<file path="config.mk">
export PLATFORM = sky130hd
export DESIGN_NAME = lane_link_status_bits
export DESIGN_NICKNAME = d
export VERILOG_FILES = /design/src/rtl/lane_link_status_bits.v /design/src/rtl/lane_status_byte.v
export VERILOG_INCLUDE_DIRS = /design/src /design/src/rtl
export SDC_FILE = /design/constraint.sdc
export NUM_CORES = 1
export LEC_CHECK = 0
export BUFFER_PORTS_ARGS = -buffer_cell sky130_fd_sc_hd__buf_4
export CAP_MARGIN = 15
export CORE_MARGIN = 5
export CORE_UTILIZATION = 45
export CTS_CLUSTER_SIZE = 40
export DETAILED_ROUTE_END_ITERATION = 6
export PLACE_DENSITY = 0.82
export SKIP_LAST_GASP = 1
export SLEW_MARGIN = 30
export SYNTH_ARGS = -nofsm -noshare
export SYNTH_HDL_FRONTEND = slang
export SYNTH_SLANG_ARGS = --single-unit
</file>
<file path="constraint.sdc">
create_clock -name pclk -period 2.4 [get_ports pclk]
set_input_delay 0.24 -clock pclk [delete_from_list [all_inputs] [get_ports pclk]]
set_output_delay 0.24 -clock pclk [all_outputs]
set_load 0.05 [all_outputs]
</file>
<file path="src/rtl/lane_link_status_regs.vh">
`ifndef LANE_LINK_STATUS_REGS_VH
`define LANE_LINK_STATUS_REGS_VH

// ==========================================================
// Register indices (byte address is four times the index)
// ==========================================================
`define LANE3_STATUS_IDX     12'h4B3
`define LANE4_STATUS_IDX     12'h4B4
`define ERR_THRESHOLD_IDX    12'h4C0
`define LINK_CTRL_IDX        12'h4C1
`define IRQ_STATUS_IDX       12'h4C2
`define IRQ_MASK_IDX         12'h4C3

// ==========================================================
// Lane status byte fields
// ==========================================================
`define ST_DISPARITY_ERR     7
`define ST_TABLE_MISS        6
`define ST_BAD_CTRL_CHAR     5
`define ST_DESKEW_OK         4
`define ST_ALIGN_SEQ_SYNC    3
`define ST_CHECKSUM_OK       2
`define ST_FRAME_SYNC        1
`define ST_CODE_GROUP_SYNC   0

// ==========================================================
// Control register fields
// ==========================================================
`define CTRL_SKIP_ALIGN      0
`define CTRL_CLEAR_COUNTS    1

// ==========================================================
// Interrupt status / mask fields
// ==========================================================
`define IRQ_L4_ERR_FLAG      0
`define IRQ_L4_CGS_LOST      1
`define IRQ_L4_FS_LOST       2
`define IRQ_L3_CGS_LOST      3
`define IRQ_WIDTH            4

// ==========================================================
// Reset values
// ==========================================================
`define LANE_STATUS_RESET    8'h00
`define ERR_THRESHOLD_RESET  8'hFF
`define LINK_CTRL_RESET      2'h0
`define IRQ_MASK_RESET       4'h0

`endif

</file>
<file path="src/rtl/lane_link_status_bits.v">
// Added by the designer: the APB interface to the registers.
`timescale 1ns/1ps

`include "lane_link_status_regs.vh"

// How it works
// Disparity flag set when count reaches threshold
// Table-miss flag set when count reaches threshold
// Bad-control flag set when count reaches threshold
// Bit 4 reports lane deskew success
// Bit 3 reports alignment sequence sync
// Bit 2 reports configuration checksum match
// Bit 1 reports frame synchronization
// Bit 0 reports code group synchronization
// Software ignores bits 4..1 when skipping alignment
// Flags from counters; status writes ignored
module lane_link_status_bits (
    input  wire        pclk,
    input  wire        presetn,
    input  wire        psel,
    input  wire        penable,
    input  wire        pwrite,
    input  wire [15:0] paddr,
    input  wire [31:0] pwdata,
    output reg  [31:0] prdata_q,
    output reg         pready_q,
    output reg         pslverr_q,
    output reg         irq_q,
    output reg         skip_align_sequence_q,
    input  wire        lane4_disparity_err,
    input  wire        lane4_table_miss,
    input  wire        lane4_bad_control_char,
    input  wire        lane4_deskew_ok,
    input  wire        lane4_align_seq_sync,
    input  wire        lane4_checksum_ok,
    input  wire        lane4_frame_sync,
    input  wire        lane4_code_group_sync,
    input  wire        lane3_align_seq_sync,
    input  wire        lane3_checksum_ok,
    input  wire        lane3_frame_sync,
    input  wire        lane3_code_group_sync
);

    // ======================================================
    // Address helpers
    // ======================================================
    function [15:0] byte_addr;
        input [11:0] idx;
        begin
            byte_addr = {2'b00, idx, 2'b00};
        end
    endfunction

    function hit;
        input [15:0] addr;
        input [11:0] idx;
        begin
            hit = (addr == byte_addr(idx));
        end
    endfunction

    // ======================================================
    // State
    // ======================================================
    reg  [7:0]  threshold_q;
    reg         clear_counts_q;
    reg  [3:0]  lane3_status_q;
    reg  [3:0]  irq_status_q;
    reg  [3:0]  irq_status_d;
    reg  [3:0]  irq_mask_q;
    reg  [3:0]  irq_mask_d;
    reg  [3:0]  irq_event;
    reg  [2:0]  l4_err_prev_q;
    reg         l4_cgs_prev_q;
    reg         l4_fs_prev_q;
    reg         l3_cgs_prev_q;
    reg  [31:0] rdata_d;
    reg         addr_ok;
    wire [7:0]  lane4_status;
    wire        access;
    wire        commit;
    wire        wr_commit;

    // ======================================================
    // Lane 4 status byte
    // ======================================================
    lane_status_byte u_lane4 (
        .pclk             (pclk),
        .presetn          (presetn),
        .threshold        (threshold_q),
        .clear_counts     (clear_counts_q),
        .disparity_err    (lane4_disparity_err),
        .table_miss       (lane4_table_miss),
        .bad_control_char (lane4_bad_control_char),
        .deskew_ok        (lane4_deskew_ok),
        .align_seq_sync   (lane4_align_seq_sync),
        .checksum_ok      (lane4_checksum_ok),
        .frame_sync       (lane4_frame_sync),
        .code_group_sync  (lane4_code_group_sync),
        .status_q         (lane4_status)
    );

    // ======================================================
    // Lane 3 low nibble
    // ======================================================
    always @(posedge pclk or negedge presetn) begin
        if (!presetn) begin
            lane3_status_q <= 4'h0;
        end else begin
            lane3_status_q[`ST_ALIGN_SEQ_SYNC]  <= lane3_align_seq_sync;
            lane3_status_q[`ST_CHECKSUM_OK]     <= lane3_checksum_ok;
            lane3_status_q[`ST_FRAME_SYNC]      <= lane3_frame_sync;
            lane3_status_q[`ST_CODE_GROUP_SYNC] <= lane3_code_group_sync;
        end
    end

    // ======================================================
    // APB decode
    // ======================================================
    // One wait state: pready rises on the second access cycle,
    // which also keeps prdata straight from a flop.
    assign access    = psel && penable;
    assign commit    = access && pready_q;
    assign wr_commit = commit && pwrite && addr_ok;

    always @* begin
        addr_ok = 1'b1;
        rdata_d = 32'h0000_0000;
        if (hit(paddr, `LANE3_STATUS_IDX)) begin
            rdata_d[3:0] = lane3_status_q;
        end else if (hit(paddr, `LANE4_STATUS_IDX)) begin
            rdata_d[7:0] = lane4_status;
        end else if (hit(paddr, `ERR_THRESHOLD_IDX)) begin
            rdata_d[7:0] = threshold_q;
        end else if (hit(paddr, `LINK_CTRL_IDX)) begin
            rdata_d[`CTRL_SKIP_ALIGN] = skip_align_sequence_q;
        end else if (hit(paddr, `IRQ_STATUS_IDX)) begin
            rdata_d[3:0] = irq_status_q;
        end else if (hit(paddr, `IRQ_MASK_IDX)) begin
            rdata_d[3:0] = irq_mask_q;
        end else begin
            addr_ok = 1'b0;
        end
    end

    always @(posedge pclk or negedge presetn) begin
        if (!presetn) begin
            pready_q  <= 1'b0;
            pslverr_q <= 1'b0;
            prdata_q  <= 32'h0000_0000;
        end else if (access && !pready_q) begin
            pready_q  <= 1'b1;
            pslverr_q <= !addr_ok;
            prdata_q  <= pwrite ? 32'h0000_0000 : rdata_d;
        end else begin
            pready_q  <= 1'b0;
            pslverr_q <= 1'b0;
            prdata_q  <= 32'h0000_0000;
        end
    end

    // ======================================================
    // Writable registers
    // ======================================================
    // Status bytes have no write path, so writes there are
    // accepted and dropped without an error.
    always @(posedge pclk or negedge presetn) begin
        if (!presetn) begin
            threshold_q           <= `ERR_THRESHOLD_RESET;
            skip_align_sequence_q <= 1'b0;
            clear_counts_q        <= 1'b0;
        end else begin
            clear_counts_q <= 1'b0;
            if (wr_commit && hit(paddr, `ERR_THRESHOLD_IDX)) begin
                threshold_q <= pwdata[7:0];
            end
            if (wr_commit && hit(paddr, `LINK_CTRL_IDX)) begin
                skip_align_sequence_q <= pwdata[`CTRL_SKIP_ALIGN];
                clear_counts_q        <= pwdata[`CTRL_CLEAR_COUNTS];
            end
        end
    end

    // ======================================================
    // Interrupt events
    // ======================================================
    always @(posedge pclk or negedge presetn) begin
        if (!presetn) begin
            l4_err_prev_q <= 3'h0;
            l4_cgs_prev_q <= 1'b0;
            l4_fs_prev_q  <= 1'b0;
            l3_cgs_prev_q <= 1'b0;
        end else begin
            l4_err_prev_q <= lane4_status[7:5];
            l4_cgs_prev_q <= lane4_status[`ST_CODE_GROUP_SYNC];
            l4_fs_prev_q  <= lane4_status[`ST_FRAME_SYNC];
            l3_cgs_prev_q <= lane3_status_q[`ST_CODE_GROUP_SYNC];
        end
    end

    // Error flags raise on rising edges, code group sync (both lanes) and lane 4 frame sync on loss.
    // Frame sync loss is meaningless while alignment is skipped.
    always @* begin
        irq_event = 4'h0;
        irq_event[`IRQ_L4_ERR_FLAG] =
            |(lane4_status[7:5] & ~l4_err_prev_q);
        irq_event[`IRQ_L4_CGS_LOST] =
            l4_cgs_prev_q && !lane4_status[`ST_CODE_GROUP_SYNC];
        irq_event[`IRQ_L4_FS_LOST] =
            l4_fs_prev_q && !lane4_status[`ST_FRAME_SYNC] &&
            !skip_align_sequence_q;
        irq_event[`IRQ_L3_CGS_LOST] =
            l3_cgs_prev_q && !lane3_status_q[`ST_CODE_GROUP_SYNC];
    end

    // A new event in the clearing cycle survives the clear
    always @* begin
        irq_status_d = irq_status_q;
        irq_mask_d   = irq_mask_q;
        if (wr_commit && hit(paddr, `IRQ_STATUS_IDX)) begin
            irq_status_d = irq_status_q & ~pwdata[3:0];
        end
        if (wr_commit && hit(paddr, `IRQ_MASK_IDX)) begin
            irq_mask_d = pwdata[3:0];
        end
        irq_status_d = irq_status_d | irq_event;
    end

    always @(posedge pclk or negedge presetn) begin
        if (!presetn) begin
            irq_status_q <= 4'h0;
            irq_mask_q   <= `IRQ_MASK_RESET;
            irq_q        <= 1'b0;
        end else begin
            irq_status_q <= irq_status_d;
            irq_mask_q   <= irq_mask_d;
            irq_q        <= |(irq_status_d & irq_mask_d);
        end
    end

endmodule // lane_link_status_bits

</file>
<file path="src/rtl/lane_status_byte.v">
`timescale 1ns/1ps

`include "lane_link_status_regs.vh"

module lane_status_byte (
    input  wire       pclk,
    input  wire       presetn,
    input  wire [7:0] threshold,
    input  wire       clear_counts,
    input  wire       disparity_err,
    input  wire       table_miss,
    input  wire       bad_control_char,
    input  wire       deskew_ok,
    input  wire       align_seq_sync,
    input  wire       checksum_ok,
    input  wire       frame_sync,
    input  wire       code_group_sync,
    output reg  [7:0] status_q
);

    // ======================================================
    // Saturating error counters
    // ======================================================
    reg  [7:0] disp_cnt_q;
    reg  [7:0] miss_cnt_q;
    reg  [7:0] ctrl_cnt_q;
    reg  [7:0] status_d;

    // Saturate rather than wrap so a flag cannot drop on overflow
    function [7:0] sat_inc;
        input [7:0] cnt;
        input       hit;
        begin
            if (hit && cnt != 8'hFF) begin
                sat_inc = cnt + 8'h01;
            end else begin
                sat_inc = cnt;
            end
        end
    endfunction

    always @(posedge pclk or negedge presetn) begin
        if (!presetn) begin
            disp_cnt_q <= 8'h00;
            miss_cnt_q <= 8'h00;
            ctrl_cnt_q <= 8'h00;
        end else if (clear_counts) begin
            disp_cnt_q <= 8'h00;
            miss_cnt_q <= 8'h00;
            ctrl_cnt_q <= 8'h00;
        end else begin
            disp_cnt_q <= sat_inc(disp_cnt_q, disparity_err);
            miss_cnt_q <= sat_inc(miss_cnt_q, table_miss);
            ctrl_cnt_q <= sat_inc(ctrl_cnt_q, bad_control_char);
        end
    end

    // ======================================================
    // Status byte assembly
    // ======================================================
    always @* begin
        status_d = `LANE_STATUS_RESET;
        status_d[`ST_DISPARITY_ERR]   = disp_cnt_q >= threshold;
        status_d[`ST_TABLE_MISS]      = miss_cnt_q >= threshold;
        status_d[`ST_BAD_CTRL_CHAR]   = ctrl_cnt_q >= threshold;
        status_d[`ST_DESKEW_OK]       = deskew_ok;
        status_d[`ST_ALIGN_SEQ_SYNC]  = align_seq_sync;
        status_d[`ST_CHECKSUM_OK]     = checksum_ok;
        status_d[`ST_FRAME_SYNC]      = frame_sync;
        status_d[`ST_CODE_GROUP_SYNC] = code_group_sync;
    end

    // Registered so the flags lag the counters by one cycle
    always @(posedge pclk or negedge presetn) begin
        if (!presetn) begin
            status_q <= `LANE_STATUS_RESET;
        end else begin
            status_q <= status_d;
        end
    end

endmodule // lane_status_byte

</file>
**After elaboration in Yosys (flattened, before gate mapping)**

Cells that the tools add are included.
Widths: inputs -> output; s select.

- Bits in registers: 95
- Bits of input ports: 65
- Output and inout port bits: 36
- Word-level logic and storage cells: 94

- Add/subtract/negate cells: 3
- Magnitude comparators: 3
- Equality and inequality tests: 9
- Multiplexer cells: 28
- Bitwise gates (word level): 6
- Reductions and logical operators: 27

Operator list:

| cell | count |
|---|---|
| $eq 16x13->1 const B | 6 |
| $mux 8 | 9 |
| $mux 4 | 8 |
| $add 8x1->8 const B | 3 |
| $ge 8x8->1 | 3 |
| $ne 8x8->1 const B | 3 |
| $logic_and 1x1->1 | 16 |
| $mux 1 | 10 |
| $and 4x4->4 | 2 |
| $logic_not 1->1 | 6 |
| $reduce_bool 2->1 | 3 |
| $not 4->4 | 1 |
| $or 4x4->4 | 1 |
| $reduce_or 4->1 | 1 |
| $and 3x3->3 | 1 |
| $mux 3 | 1 |
| $not 3->3 | 1 |
| $reduce_or 3->1 | 1 |

**Depth between registers and ports, before layout**

Gate-level depths: netlist (run 1).

- Depth after elaboration: 13
- Mapped depth: 8
- Gate-level depth less buffers: 8

**By module**

From an unflattened synthesis (run 1), not the netlist that was laid out.

- Cell total of the unflattened synthesis: 379
- Area, all modules: 4017.6 um^2

By module, submodules not included:

| module | times used | cells an instance | area each (um^2) |
|---|---|---|---|
| lane_status_byte | 1 | 200 | 2043.2 |
| lane_link_status_bits | 1 | 179 | 1974.4 |

**Least setup slack after synthesis (run 1)**

OpenSTA, ideal clock, no wires.

- Path kind: reg2reg
- From: register pready_q
- To: register irq_q
- Library setup time: 128 ps
- Arrival: 1744 ps
- Setup slack: 527 ps
- Stages on the path, launching flop included: 7
- Buffers on the path: 0
- Cells stage by stage: dfrtp_1 nand2_1 nor2_1 and4_4 mux2_4 a22oi_1 nand3_1

- Elaborated cells on any way between the ends: 10
- Those cells by class: mux: 2; bitwise: 2; reduce/logical: 6

RTL lines:

| item | RTL line | RTL |
|---|---|---|
| start, declared | lane_link_status_bits.v:26 | `output reg pready_q,` |
| start signal, assigned | lane_link_status_bits.v:148 | `pready_q <= 1'b0;` |
| start signal, assigned | lane_link_status_bits.v:152 | `pready_q <= 1'b1;` |
| start signal, assigned | lane_link_status_bits.v:156 | `pready_q <= 1'b0;` |
| $logic_and 1x1->1 | lane_link_status_bits.v:123 | `assign commit = access && pready_q;` |
| $logic_and 1x1->1 (2 in series) | lane_link_status_bits.v:124 | `assign wr_commit = commit && pwrite && addr_ok;` |
| $logic_and 1x1->1 | lane_link_status_bits.v:223 | `` if (wr_commit && hit(paddr, `IRQ_MASK_IDX)) begin `` |
| $mux 4 | lane_link_status_bits.v:223 |  |
| via irq_mask_d[2] | lane_link_status_bits.v:71 | `reg [3:0] irq_mask_d;` |
| $and 4x4->4 | lane_link_status_bits.v:237 | `irq_q <= \|(irq_status_d & irq_mask_d);` |
| $reduce_or 4->1 | lane_link_status_bits.v:237 |  |
| end signal, assigned | lane_link_status_bits.v:237 |  |
| end, declared | lane_link_status_bits.v:28 | `output reg irq_q,` |

The timed path passes the listed nets, and every way through them passes these cells.
A chain may end at the register's enable or synchronous reset.

**Worst setup path after layout (run 1)**

- From: register threshold_q[0]
- To: register u_lane4.status_q[6]

- Longest elaborated chain between the ends: 1

RTL lines:

| item | RTL line | RTL |
|---|---|---|
| start, declared | lane_link_status_bits.v:65 | `reg [7:0] threshold_q;` |
| start signal, assigned | lane_link_status_bits.v:169 | `` threshold_q <= `ERR_THRESHOLD_RESET; `` |
| start signal, assigned | lane_link_status_bits.v:175 | `threshold_q <= pwdata[7:0];` |
| $ge 8x8->1 | lane_status_byte.v:64 | `` status_d[`ST_TABLE_MISS] = miss_cnt_q >= threshold; `` |
| via u_lane4.status_d[6] | lane_status_byte.v:27 | `reg [7:0] status_d;` |
| end signal, assigned | lane_status_byte.v:76 | `` status_q <= `LANE_STATUS_RESET; `` |
| end signal, assigned | lane_status_byte.v:78 | `status_q <= status_d;` |
| end, declared | lane_status_byte.v:18 | `output reg [7:0] status_q` |

The timed path passes the listed nets, and every way through them passes these cells.

==> flow_summary_export.csv, run 1 <==
group,metric,value,unit
sta,period_needed,1.95,ns
power_and_ir_drop,switching_power,1.22,mW
worst_hold_path,min_to,"threshold_q[5]",
floorplan,die_w,101,um
logic_synthesis,synthDistinctLibCells,47,
logic_synthesis,synth-seq-area-share,47.5,%
place,place_congestion,0.839,
sta,final_max_slew_viol_count,0,
critical_path,r2r_end,"u_lane4.status_q[6]",
logic_synthesis,synth_flop_cell,"dfrtp_1",
logic_synthesis,synthTopCellsByArea,"dfrtp_1, ha_1, dfstp_2",
grt,grt_pass1_wl,13.1,mm
sta,hold_viol,0,
outcome,outcome,"completed",
power_and_ir_drop,pwr_density_cell,830,nW/um^2
sta,relSlewSlack,46.7,%
logic_synthesis,async_flop_share,100,%
sta,tns,0,ns
routing,routedWlPerCell,14.6,um
sta,tightest_slew,0.800,ns
cts,cts_root_buf,"clkbuf_8",
floorplan,dieArea,10300,sq um
sta,hold_ws,0.119,ns
critical_path,crit_type,"register to register",
cts,cts_setup_buffers,0,
routing,drtAntennaViolNets,0,
critical_path,endpoint_kind,"register",
worst_hold_path,min-delay-start,"pwdata[5]",
cts,cts_buffers,9,
floorplan,top_level_ports,101,
cts,cts.htree.levels,3,
logic_synthesis,synth_area,3760,sq um
logic_synthesis,avgSynthCellArea,10.5,sq um
power_and_ir_drop,irDropWorstVdd,0.332,mV
logic_synthesis,yosysTopAreaCell,"dfrtp_1",
cts,tritoncts,"built",
logic_synthesis,synth_top_area_share,41.9,%
power_and_ir_drop,sequentialPowerShare,44.6,%
critical_path,reg2reg_from,"threshold_q[0]",
logic_synthesis,syn_inst,360,
power_and_ir_drop,p_leak,2.03,nW
critical_path,r2r_cells,7,
worst_hold_path,holdPathStages,2,
critical_path,r2r_setup_slack,0.45,ns
critical_path,cp.arrival,2.18,ns
grt,grt_usage,16.3,%
sta,setup_violations,0,
floorplan,start_util,46.1,%
power_and_ir_drop,swShare,32.4,%
cts,clock-sinks,71,
cells_and_area,area_delta_synth_final,20.1,%
cells_and_area,final_cell_mix,"dfrtp_1, buf_4, nor2_1",
place,io_buffers,52,
sta,clock.fmax,0.512,GHz
grt,grt_max_degree,72,
critical_path,worstPathMaxFanout,5,
grt,antenna_found_initial,0,
power_and_ir_drop,power_frac_comb,24.4,%
routing,dr.pass1.iters,4,
cts,clk_pin_slew_worst_paths,0.08,ns
sta,rsz0062_at_grt,"no",
cells_and_area,final_layout_size_suffix_gt1_share,22.7,%
floorplan,die_h,101,um
routing,vias,2849,
power_and_ir_drop,internal-power,2.54,mW
grt,grt-ovfl-total,0,
logic_synthesis,ys_ff_latch,71,
cells_and_area,final_nets,519,
cts,clkLatencyLatePin,0.35,ns
run,cap_violations,0,
critical_path,critPathRequiredTime,2.63,ns
routing,drc,0,
cells_and_area,layout_commonest_cell,"dfrtp_1",
floorplan,rows,33,
sta,post-route-period-util,81.3,%
routing,wirelength,7.86,mm
sta,finClkSkew,0.00742,ns
grt,grt_pass1_vias,2730,
place,dp_hpwl,5.70,mm
critical_path,cp-start-kind,"register",
routing,vias_per_cell,5.31,
cts,cts_resized,0,
floorplan,core,8180,sq um
routing,drt_iter0_markers,114,
logic_synthesis,yosys_warnings,0,
power_and_ir_drop,pwr-share-clk,31.0,%
cts,clock_path_buffers,2,
logic_synthesis,synth_edf_count,0,
worst_hold_path,hold_path.class,"input port to register",
cells_and_area,num_antenna_cells,0,
==> worst max path at each step <==
stage,end,from,depth (start not counted),slack [ns]
4_1_cts,u_lane4.status_q[6],threshold_q[0],7,0.46
3_3_place_gp,irq_q,paddr[15],7,0.36
2_1_floorplan,irq_q,pready_q,6,0.53
6_report,u_lane4.status_q[6],threshold_q[0],7,0.45
3_5_place_dp,irq_q,paddr[15],7,0.36
5_1_grt,u_lane4.status_q[6],threshold_q[0],7,0.34
==> metal layers <==
layer / up-vias / track usage (%) / wire length [um]
met3: 21 / 3.17 / 516
li1: 1344 / - / -
met4: 0 / 8.90 / 231
met2: 94 / 26.0 / 3730
met5: - / 0 / 0
met1: 1390 / 20.9 / 3380
==> registers in the layout, summed over array words and instances, names as in the netlist <==
register	count
l3_cgs_prev_q	1
pslverr_q	1
l4_fs_prev_q	1
u_lane4.disp_cnt_q	8
u_lane4.status_q	8
irq_mask_q	4
l4_err_prev_q	3
irq_status_q	4
lane3_status_q	4
l4_cgs_prev_q	1
pready_q	1
clear_counts_q	1
u_lane4.ctrl_cnt_q	8
prdata_q	8
u_lane4.miss_cnt_q	8
skip_align_sequence_q	1
irq_q	1
threshold_q	8
==> critical path, cell delays in order, from the launching register on <==
cell,delay [ns]
dfstp_2,0.62
ha_1,0.25
nand2b_1,0.14
a21oi_1,0.16
nor2b_1,0.07
o21ai_0,0.19
a21oi_1,0.10
o41a_1,0.31
==> power by group through the flow <==
stage | Combinational, mW | Sequential, mW | Clock (mW)
global route | 1.07 | 1.72 | 1.24
finish | 0.917 | 1.67 | 1.16
floorplan | 0.718 | 1.63 | 0
CTS | 0.923 | 1.67 | 1.18
global placement | 0.843 | 1.68 | 0
detailed placement | 0.896 | 1.69 | 0
==> cell families (layout without fill, tap and decap cells) <==
family          Yosys count  after routing  share of synthesized area (%)
xor+xnor                 19             19                           4.42
simple gates            131            131                           17.7
fa+ha+maj                27             27                           8.97
mux                      18             18                           5.85
buf+inv                  44             93                           6.81
other cells               1             24                         0.0996
flops                    71             71                           47.5
compound gates           49             49                           8.67
==> Yosys cell counts (5+ instances only) <==
| cell | n |
|---|---|
| mux2_2 | 9 |
| dfstp_2 | 8 |
| nor3_1 | 10 |
| nand3_1 | 16 |
| o21ai_0 | 13 |
| buf_4 | 24 |
| a21oi_1 | 11 |
| nand2_1 | 21 |
| xor2_1 | 10 |
| dfrtp_1 | 63 |
| ha_1 | 27 |
| nor2_1 | 49 |
| a22oi_1 | 5 |
| xnor2_1 | 9 |
| inv_1 | 15 |
| nor2b_1 | 5 |
| nand4_1 | 8 |
| nand2b_1 | 6 |
==> per-stage QoR <==
step / setup slack, ns / utilization [%] / power, mW / cells / area (sq um)
floorplan: 0.527 / - / 2.35 / 383 / 3850
global placement: 0.357 / 51.0 / 2.52 / 511 / 4170
detailed placement: 0.361 / 51.0 / 2.59 / 511 / 4170
CTS: 0.461 / 55.1 / 3.78 / 536 / 4510
global route: 0.337 / 55.3 / 4.03 / 537 / 4520
finish: 0.448 / 55.3 / 3.75 / 537 / 4520
==> repair_timing <==
action	in CTS	in global routing
setup endpoints to repair	0	0
hold endpoints to repair	9	63
hold buffers	9	1
==> cell type report <==
| class | count | area [sq um] |
|---|---|---|
| Tap cell | 105 | 131 |
| Sequential cell | 71 | 1790 |
| Timing Repair Buffer | 62 | 494 |
| Multi-Input combinational cell | 268 | 1810 |
| Clock buffer | 9 | 124 |
| Clock inverter | 7 | 120 |
| Fill cell | 688 | 3650 |
| Inverter | 15 | 56.3 |
No activity file was read; power rests on OpenSTA's default activity.
==> run 2, diff against run 1 <==
- clock period: 2.4 -> 2 ns (I/O delays scaled with it)
==> run 2 against run 1 <==
Combinational power increased by 21%. Largest cell class unchanged. Worst setup slack worse by 0.33 ns. Non-clock buffer count grew 5.
==> flow_summary_export.csv, run 2 (synthesis gave the netlist of run 1 again) <==
group,metric,value,unit
outcome,outcome,"completed",
floorplan,die_h,101,um
routing,drtAntennaViolNets,0,
critical_path,critPathRequiredTime,2.22,ns
cells_and_area,final_util,55.7,%
place,place_congestion,0.847,
worst_hold_path,hold_path.class,"input port to register",
cells_and_area,final_cells,542,
cells_and_area,final_cell_mix,"dfrtp_1, buf_4, nor2_1",
sta,rsz0062_at_grt,"no",
sta,hold_ws,0.0898,ns
cts,cts_root_buf,"clkbuf_8",
sta,clock.fmax,0.531,GHz
worst_hold_path,min-delay-start,"pwdata[4]",
grt,grt_pass1_wl,13.6,mm
grt,grt_max_degree,38,
critical_path,path_delay_family,"compound AO/OA/AOI/OAI gates",
critical_path,worstPathMaxFanout,5,
grt,antenna_found_initial,0,
critical_path,slowest_delay,0.61,ns
critical_path,reg2reg_from,"threshold_q[0]",
critical_path,r2r_cells,7,
critical_path,cp_slowest_cell,"dfstp_2",
floorplan,core,8180,sq um
cells_and_area,final_layout_size_suffix_gt1_share,23.8,%
sta,relSlewSlack,48.4,%
place,io_buffers,52,
routing,dr.pass1.iters,4,
floorplan,dieArea,10300,sq um
routing,vias_per_cell,5.16,
power_and_ir_drop,irDropWorstVdd,0.454,mV
sta,period_needed,1.88,ns
cells_and_area,final_nets,524,
floorplan,die_w,101,um
cells_and_area,fillers,678,
cells_and_area,finish.instance_area,4550,sq um
cts,clk_pin_slew_worst_paths,0.07,ns
grt,grt_pass1_vias,2839,
grt,grt_usage,17.0,%
critical_path,crit_buf_inv,0,
worst_hold_path,holdPathStages,2,
run,cap_violations,0,
sta,finalWorstSetupSlack,0.117,ns
cts,clkLatencyLatePin,0.35,ns
critical_path,crit_type,"register to register",
floorplan,top_level_ports,101,
cts,cts.htree.levels,3,
critical_path,endpoint_kind,"register",
place,dpl_cell_area,4220,sq um
cts,tritoncts,"built",
critical_path,cp_common_cell,"a21oi_1",
sta,tns,0,ns
cts,clock-sinks,71,
place,dpl_worst_slack,0.0279,ns
sta,final_max_slew_viol_count,0,
cells_and_area,layout_commonest_cell,"dfrtp_1",
critical_path,cp_cell_sequence,"ha_1 > nand2b_1 > a21oi_1 > nor2b_1 > o21ai_0 > a21oi_1 > o41a_1",
critical_path,cp.arrival,2.11,ns
place,dp_hpwl,5.83,mm
worst_hold_path,min_to,"threshold_q[4]",
floorplan,rows,33,
power_and_ir_drop,power.total,4.39,mW
floorplan,start_util,46.1,%
cells_and_area,num_antenna_cells,0,
place,placed_cells,516,
routing,vias,2797,
sta,post-route-period-util,94.2,%
critical_path,r2r_end,"u_lane4.status_q[5]",
critical_path,cp-start-kind,"register",
cells_and_area,area_delta_synth_final,21.0,%
power_and_ir_drop,pwr_density_cell,964,nW/um^2
routing,drc,0,
cts,cts_buffers,9,
sta,finClkSkew,0.0130,ns
sta,hold_viol,0,
grt,grt-ovfl-total,0,
routing,drt_iter0_markers,99,
critical_path,r2r_setup_slack,0.12,ns
routing,routedWlPerCell,14.9,um
routing,wirelength,8.10,mm
sta,tightest_slew,0.774,ns
power_and_ir_drop,p_leak,2.06,nW
sta,setup_violations,0,
cts,clock_path_buffers,2,
-- run 2: cell count changes in the layout (fill, tap and decap cells not counted) --
cell / previous run / this run
buf_4: 51 / 56
clkbuf_8: 9 / 14
bufinv_16: 3 / 1
a21oi_1: 11 / 10
a21oi_2: 0 / 1
buf_12: 0 / 1
buf_6: 1 / 0
clkinv_4: 1 / 0
clkinvlp_4: 1 / 0
inv_6: 1 / 0
o21ai_0: 13 / 12
o21ai_1: 0 / 1
-- run 2: cell type report --
class                      instances  area (sq um)  area share [%]
multi-input combinational        268          1810            39.8
sequential                        71          1790            39.2
timing repair buffer              67           541            11.9
clock buffer                      14           193            4.23
tap                              105           131            2.88
inverter                          15          56.3            1.24
clock inverter                     2          35.0           0.769
-- run 2: timing repair --
| action | in CTS | in global routing |
|---|---|---|
| buffers inserted | 0 | 0 |
| setup endpoints to repair | 0 | 1 |
| hold buffers | 10 | 0 |
| endpoints found under the hold margin | 45 | 0 |
| gates resized for setup | 0 | 2 |
-- run 2: power by group --
part | total [mW] | leakage [nW] | switching [mW] | internal [mW]
logic | 1.11 | 1.08 | 0.591 | 0.515
registers | 2.01 | 0.862 | 0.313 | 1.70
clock network | 1.27 | 0.119 | 0.526 | 0.745
total | 4.39 | 2.06 | 1.43 | 2.96
-- run 2: worst max-delay path by stage --
stage,startpoint,end,cells past startpoint
5_1_grt,threshold_q[0],u_lane4.status_q[5],7
4_1_cts,threshold_q[0],u_lane4.status_q[5],7
3_3_place_gp,paddr[1],irq_q,7
3_5_place_dp,paddr[1],irq_q,7
6_report,threshold_q[0],u_lane4.status_q[5],7
2_1_floorplan,pready_q,irq_q,6
-- run 2: routing by layer --
layer / routed length (um) / track usage (%) / vias to the layer above
met5: 0 / 0 / -
met4: 195 / 8.08 / 0
met3: 459 / 3.72 / 15
met2: 4100 / 29.3 / 67
met1: 3340 / 20.1 / 1360
li1: - / - / 1355
==> run 3, diff against run 2 <==
- CORE_UTILIZATION: 45 -> 37
- PLACE_DENSITY: 0.82 -> 0.72
- RECOVER_POWER: not set -> 100
==> run 3 against run 2 <==
Die area up 19%. Critical endpoint unchanged. First-iteration DRC count is 53% higher. Hold slack better by 0.0059 ns. Wire length fell by 3.7%. Flip-flop and latch count stayed put. Total power is 3.9% lower. Final cell count up 5.5%. Largest cell class is now sequential cells.
==> flow_summary_export.csv, run 3 (synthesis gave the netlist of run 1 again) <==
group,metric,value,unit
outcome,outcome,"completed",
grt,met1_usage,15.9,%
place,placed_cells,546,
grt,met3_usage,4.15,%
cts,clock-sinks,71,
routing,drtAntennaViolNets,0,
routing,dr.pass1.iters,4,
cts,clk_pin_slew_worst_paths,0.07,ns
grt,grt_util_met2,21.8,%
cts,clock_path_buffers,2,
critical_path,cp_cell_sequence,"ha_1 > nand2b_1 > a21oi_1 > nor2b_1 > o21ai_0 > a21oi_1 > o41a_1",
sta,final_max_slew_viol_count,0,
critical_path,endpoint_kind,"register",
sta,rsz0062_at_grt,"no",
floorplan,die_h,111,um
floorplan,rows,36,
floorplan,core,9860,sq um
cts,cts.htree.levels,3,
cts,tritoncts,"built",
critical_path,crit_start,"threshold_q[0]",
routing,drc,0,
place,dp_hpwl,5.98,mm
power_and_ir_drop,pwr_density_cell,946,nW/um^2
sta,hold_viol,0,
grt,grt_pass1_wl,13.2,mm
sta,finalWorstSetupSlack,0.120,ns
sta,tightest_slew,0.842,ns
floorplan,start_util,38.2,%
routing,wirelength,7.80,mm
cts,cts_buffers,9,
sta,period_needed,1.88,ns
cells_and_area,fillers,932,
cells_and_area,final_cells,572,
routing,routedWlPerCell,13.6,um
worst_hold_path,hold_path.class,"input port to register",
grt,grt-ovfl-total,0,
place,io_buffers,52,
grt,antenna_found_initial,0,
sta,setup_violations,0,
routing,vias_per_cell,4.86,
critical_path,cp_slowest_cell,"dfstp_2",
sta,tns,0,ns
cells_and_area,num_antenna_cells,0,
worst_hold_path,min-delay-start,"pwdata[5]",
critical_path,slowest_delay,0.61,ns
grt,grt_usage,13.1,%
routing,drt_iter0_markers,151,
grt,grt_pass1_vias,2837,
critical_path,path_delay_family,"compound AO/OA/AOI/OAI gates",
cells_and_area,area_delta_synth_final,18.5,%
sta,hold_ws,0.0958,ns
grt,grt_busiest_layer,"met2",
sta,relSlewSlack,43.9,%
critical_path,worstPathMaxFanout,5,
routing,vias,2778,
floorplan,die_w,111,um
cells_and_area,final_cell_mix,"dfrtp_1, nor2_1, buf_4",
place,place_congestion,0.813,
floorplan,dieArea,12300,sq um
cells_and_area,final_util,45.2,%
power_and_ir_drop,p_leak,1.98,nW
cells_and_area,final_layout_size_suffix_gt1_share,18.7,%
critical_path,crit_type,"register to register",
floorplan,top_level_ports,101,
power_and_ir_drop,irDropWorstVdd,0.384,mV
cts,cts_root_buf,"clkbuf_8",
sta,finClkSkew,0.00443,ns
critical_path,reg2reg_from,"threshold_q[0]",
cts,clkLatencyLatePin,0.34,ns
sta,clock.fmax,0.532,GHz
cells_and_area,layout_commonest_cell,"dfrtp_1",
critical_path,crit_buf_inv,0,
critical_path,cp-start-kind,"register",
cells_and_area,final_nets,526,
run,cap_violations,0,
critical_path,cp_common_cell,"a21oi_1",
critical_path,cp.arrival,2.10,ns
grt,grt_max_degree,38,
place,dpl_worst_slack,0.0248,ns
sta,post-route-period-util,94.0,%
critical_path,critPathRequiredTime,2.22,ns
## run 3: metrics by stage
stage	cell area (sq um)	power, mW
finish	4460	4.22
global route	4460	4.55
CTS	4560	4.29
detailed placement	4270	3.13
global placement	4270	3.05
floorplan	3850	2.82
## run 3: final cells by class
class / instances / area (sq um) / area share (%)
inverter: 15 / 56.3 / 1.26
clock inverter: 4 / 45.0 / 1.01
multi-input combinational: 268 / 1780 / 39.8
timing repair buffer: 69 / 484 / 10.9
clock buffer: 12 / 145 / 3.25
sequential: 71 / 1790 / 40.0
tap: 133 / 166 / 3.73
## run 3: per-layer routing
layer  vias to the layer above  share of wire, %
met3                        12               5.1
met2                        58                49
li1                       1362                 -
met1                      1346                45
met5                         -                 0
met4                         0               1.8
## run 3: worst paths after layout
check,to,slack [ns],depth (start not counted)
min,threshold_q[5],0.1,2
min in group asynchronous,prdata_q[3],0.50,2
max reg2reg,u_lane4.status_q[5],0.12,7
max,u_lane4.status_q[5],0.12,7
max in group asynchronous,threshold_q[5],0.40,3
min reg2reg,l3_cgs_prev_q,0.39,0
## run 3: timing repair
| action | in CTS | in global routing |
|---|---|---|
| setup buffers | 0 | 0 |
| gates resized for setup | 0 | 1 |
| hold buffers | 10 | 0 |
| setup endpoints to repair | 0 | 1 |
| hold endpoints to repair | 43 | 0 |
## run 3: report_power, final
| group | total [mW] | internal (mW) | leakage (nW) | switching [mW] |
|---|---|---|---|---|
| combinational | 1.10 | 0.508 | 1.01 | 0.590 |
| clock | 1.11 | 0.605 | 0.100 | 0.504 |
| sequential | 2.01 | 1.70 | 0.862 | 0.312 |
| total | 4.22 | 2.81 | 1.98 | 1.41 |
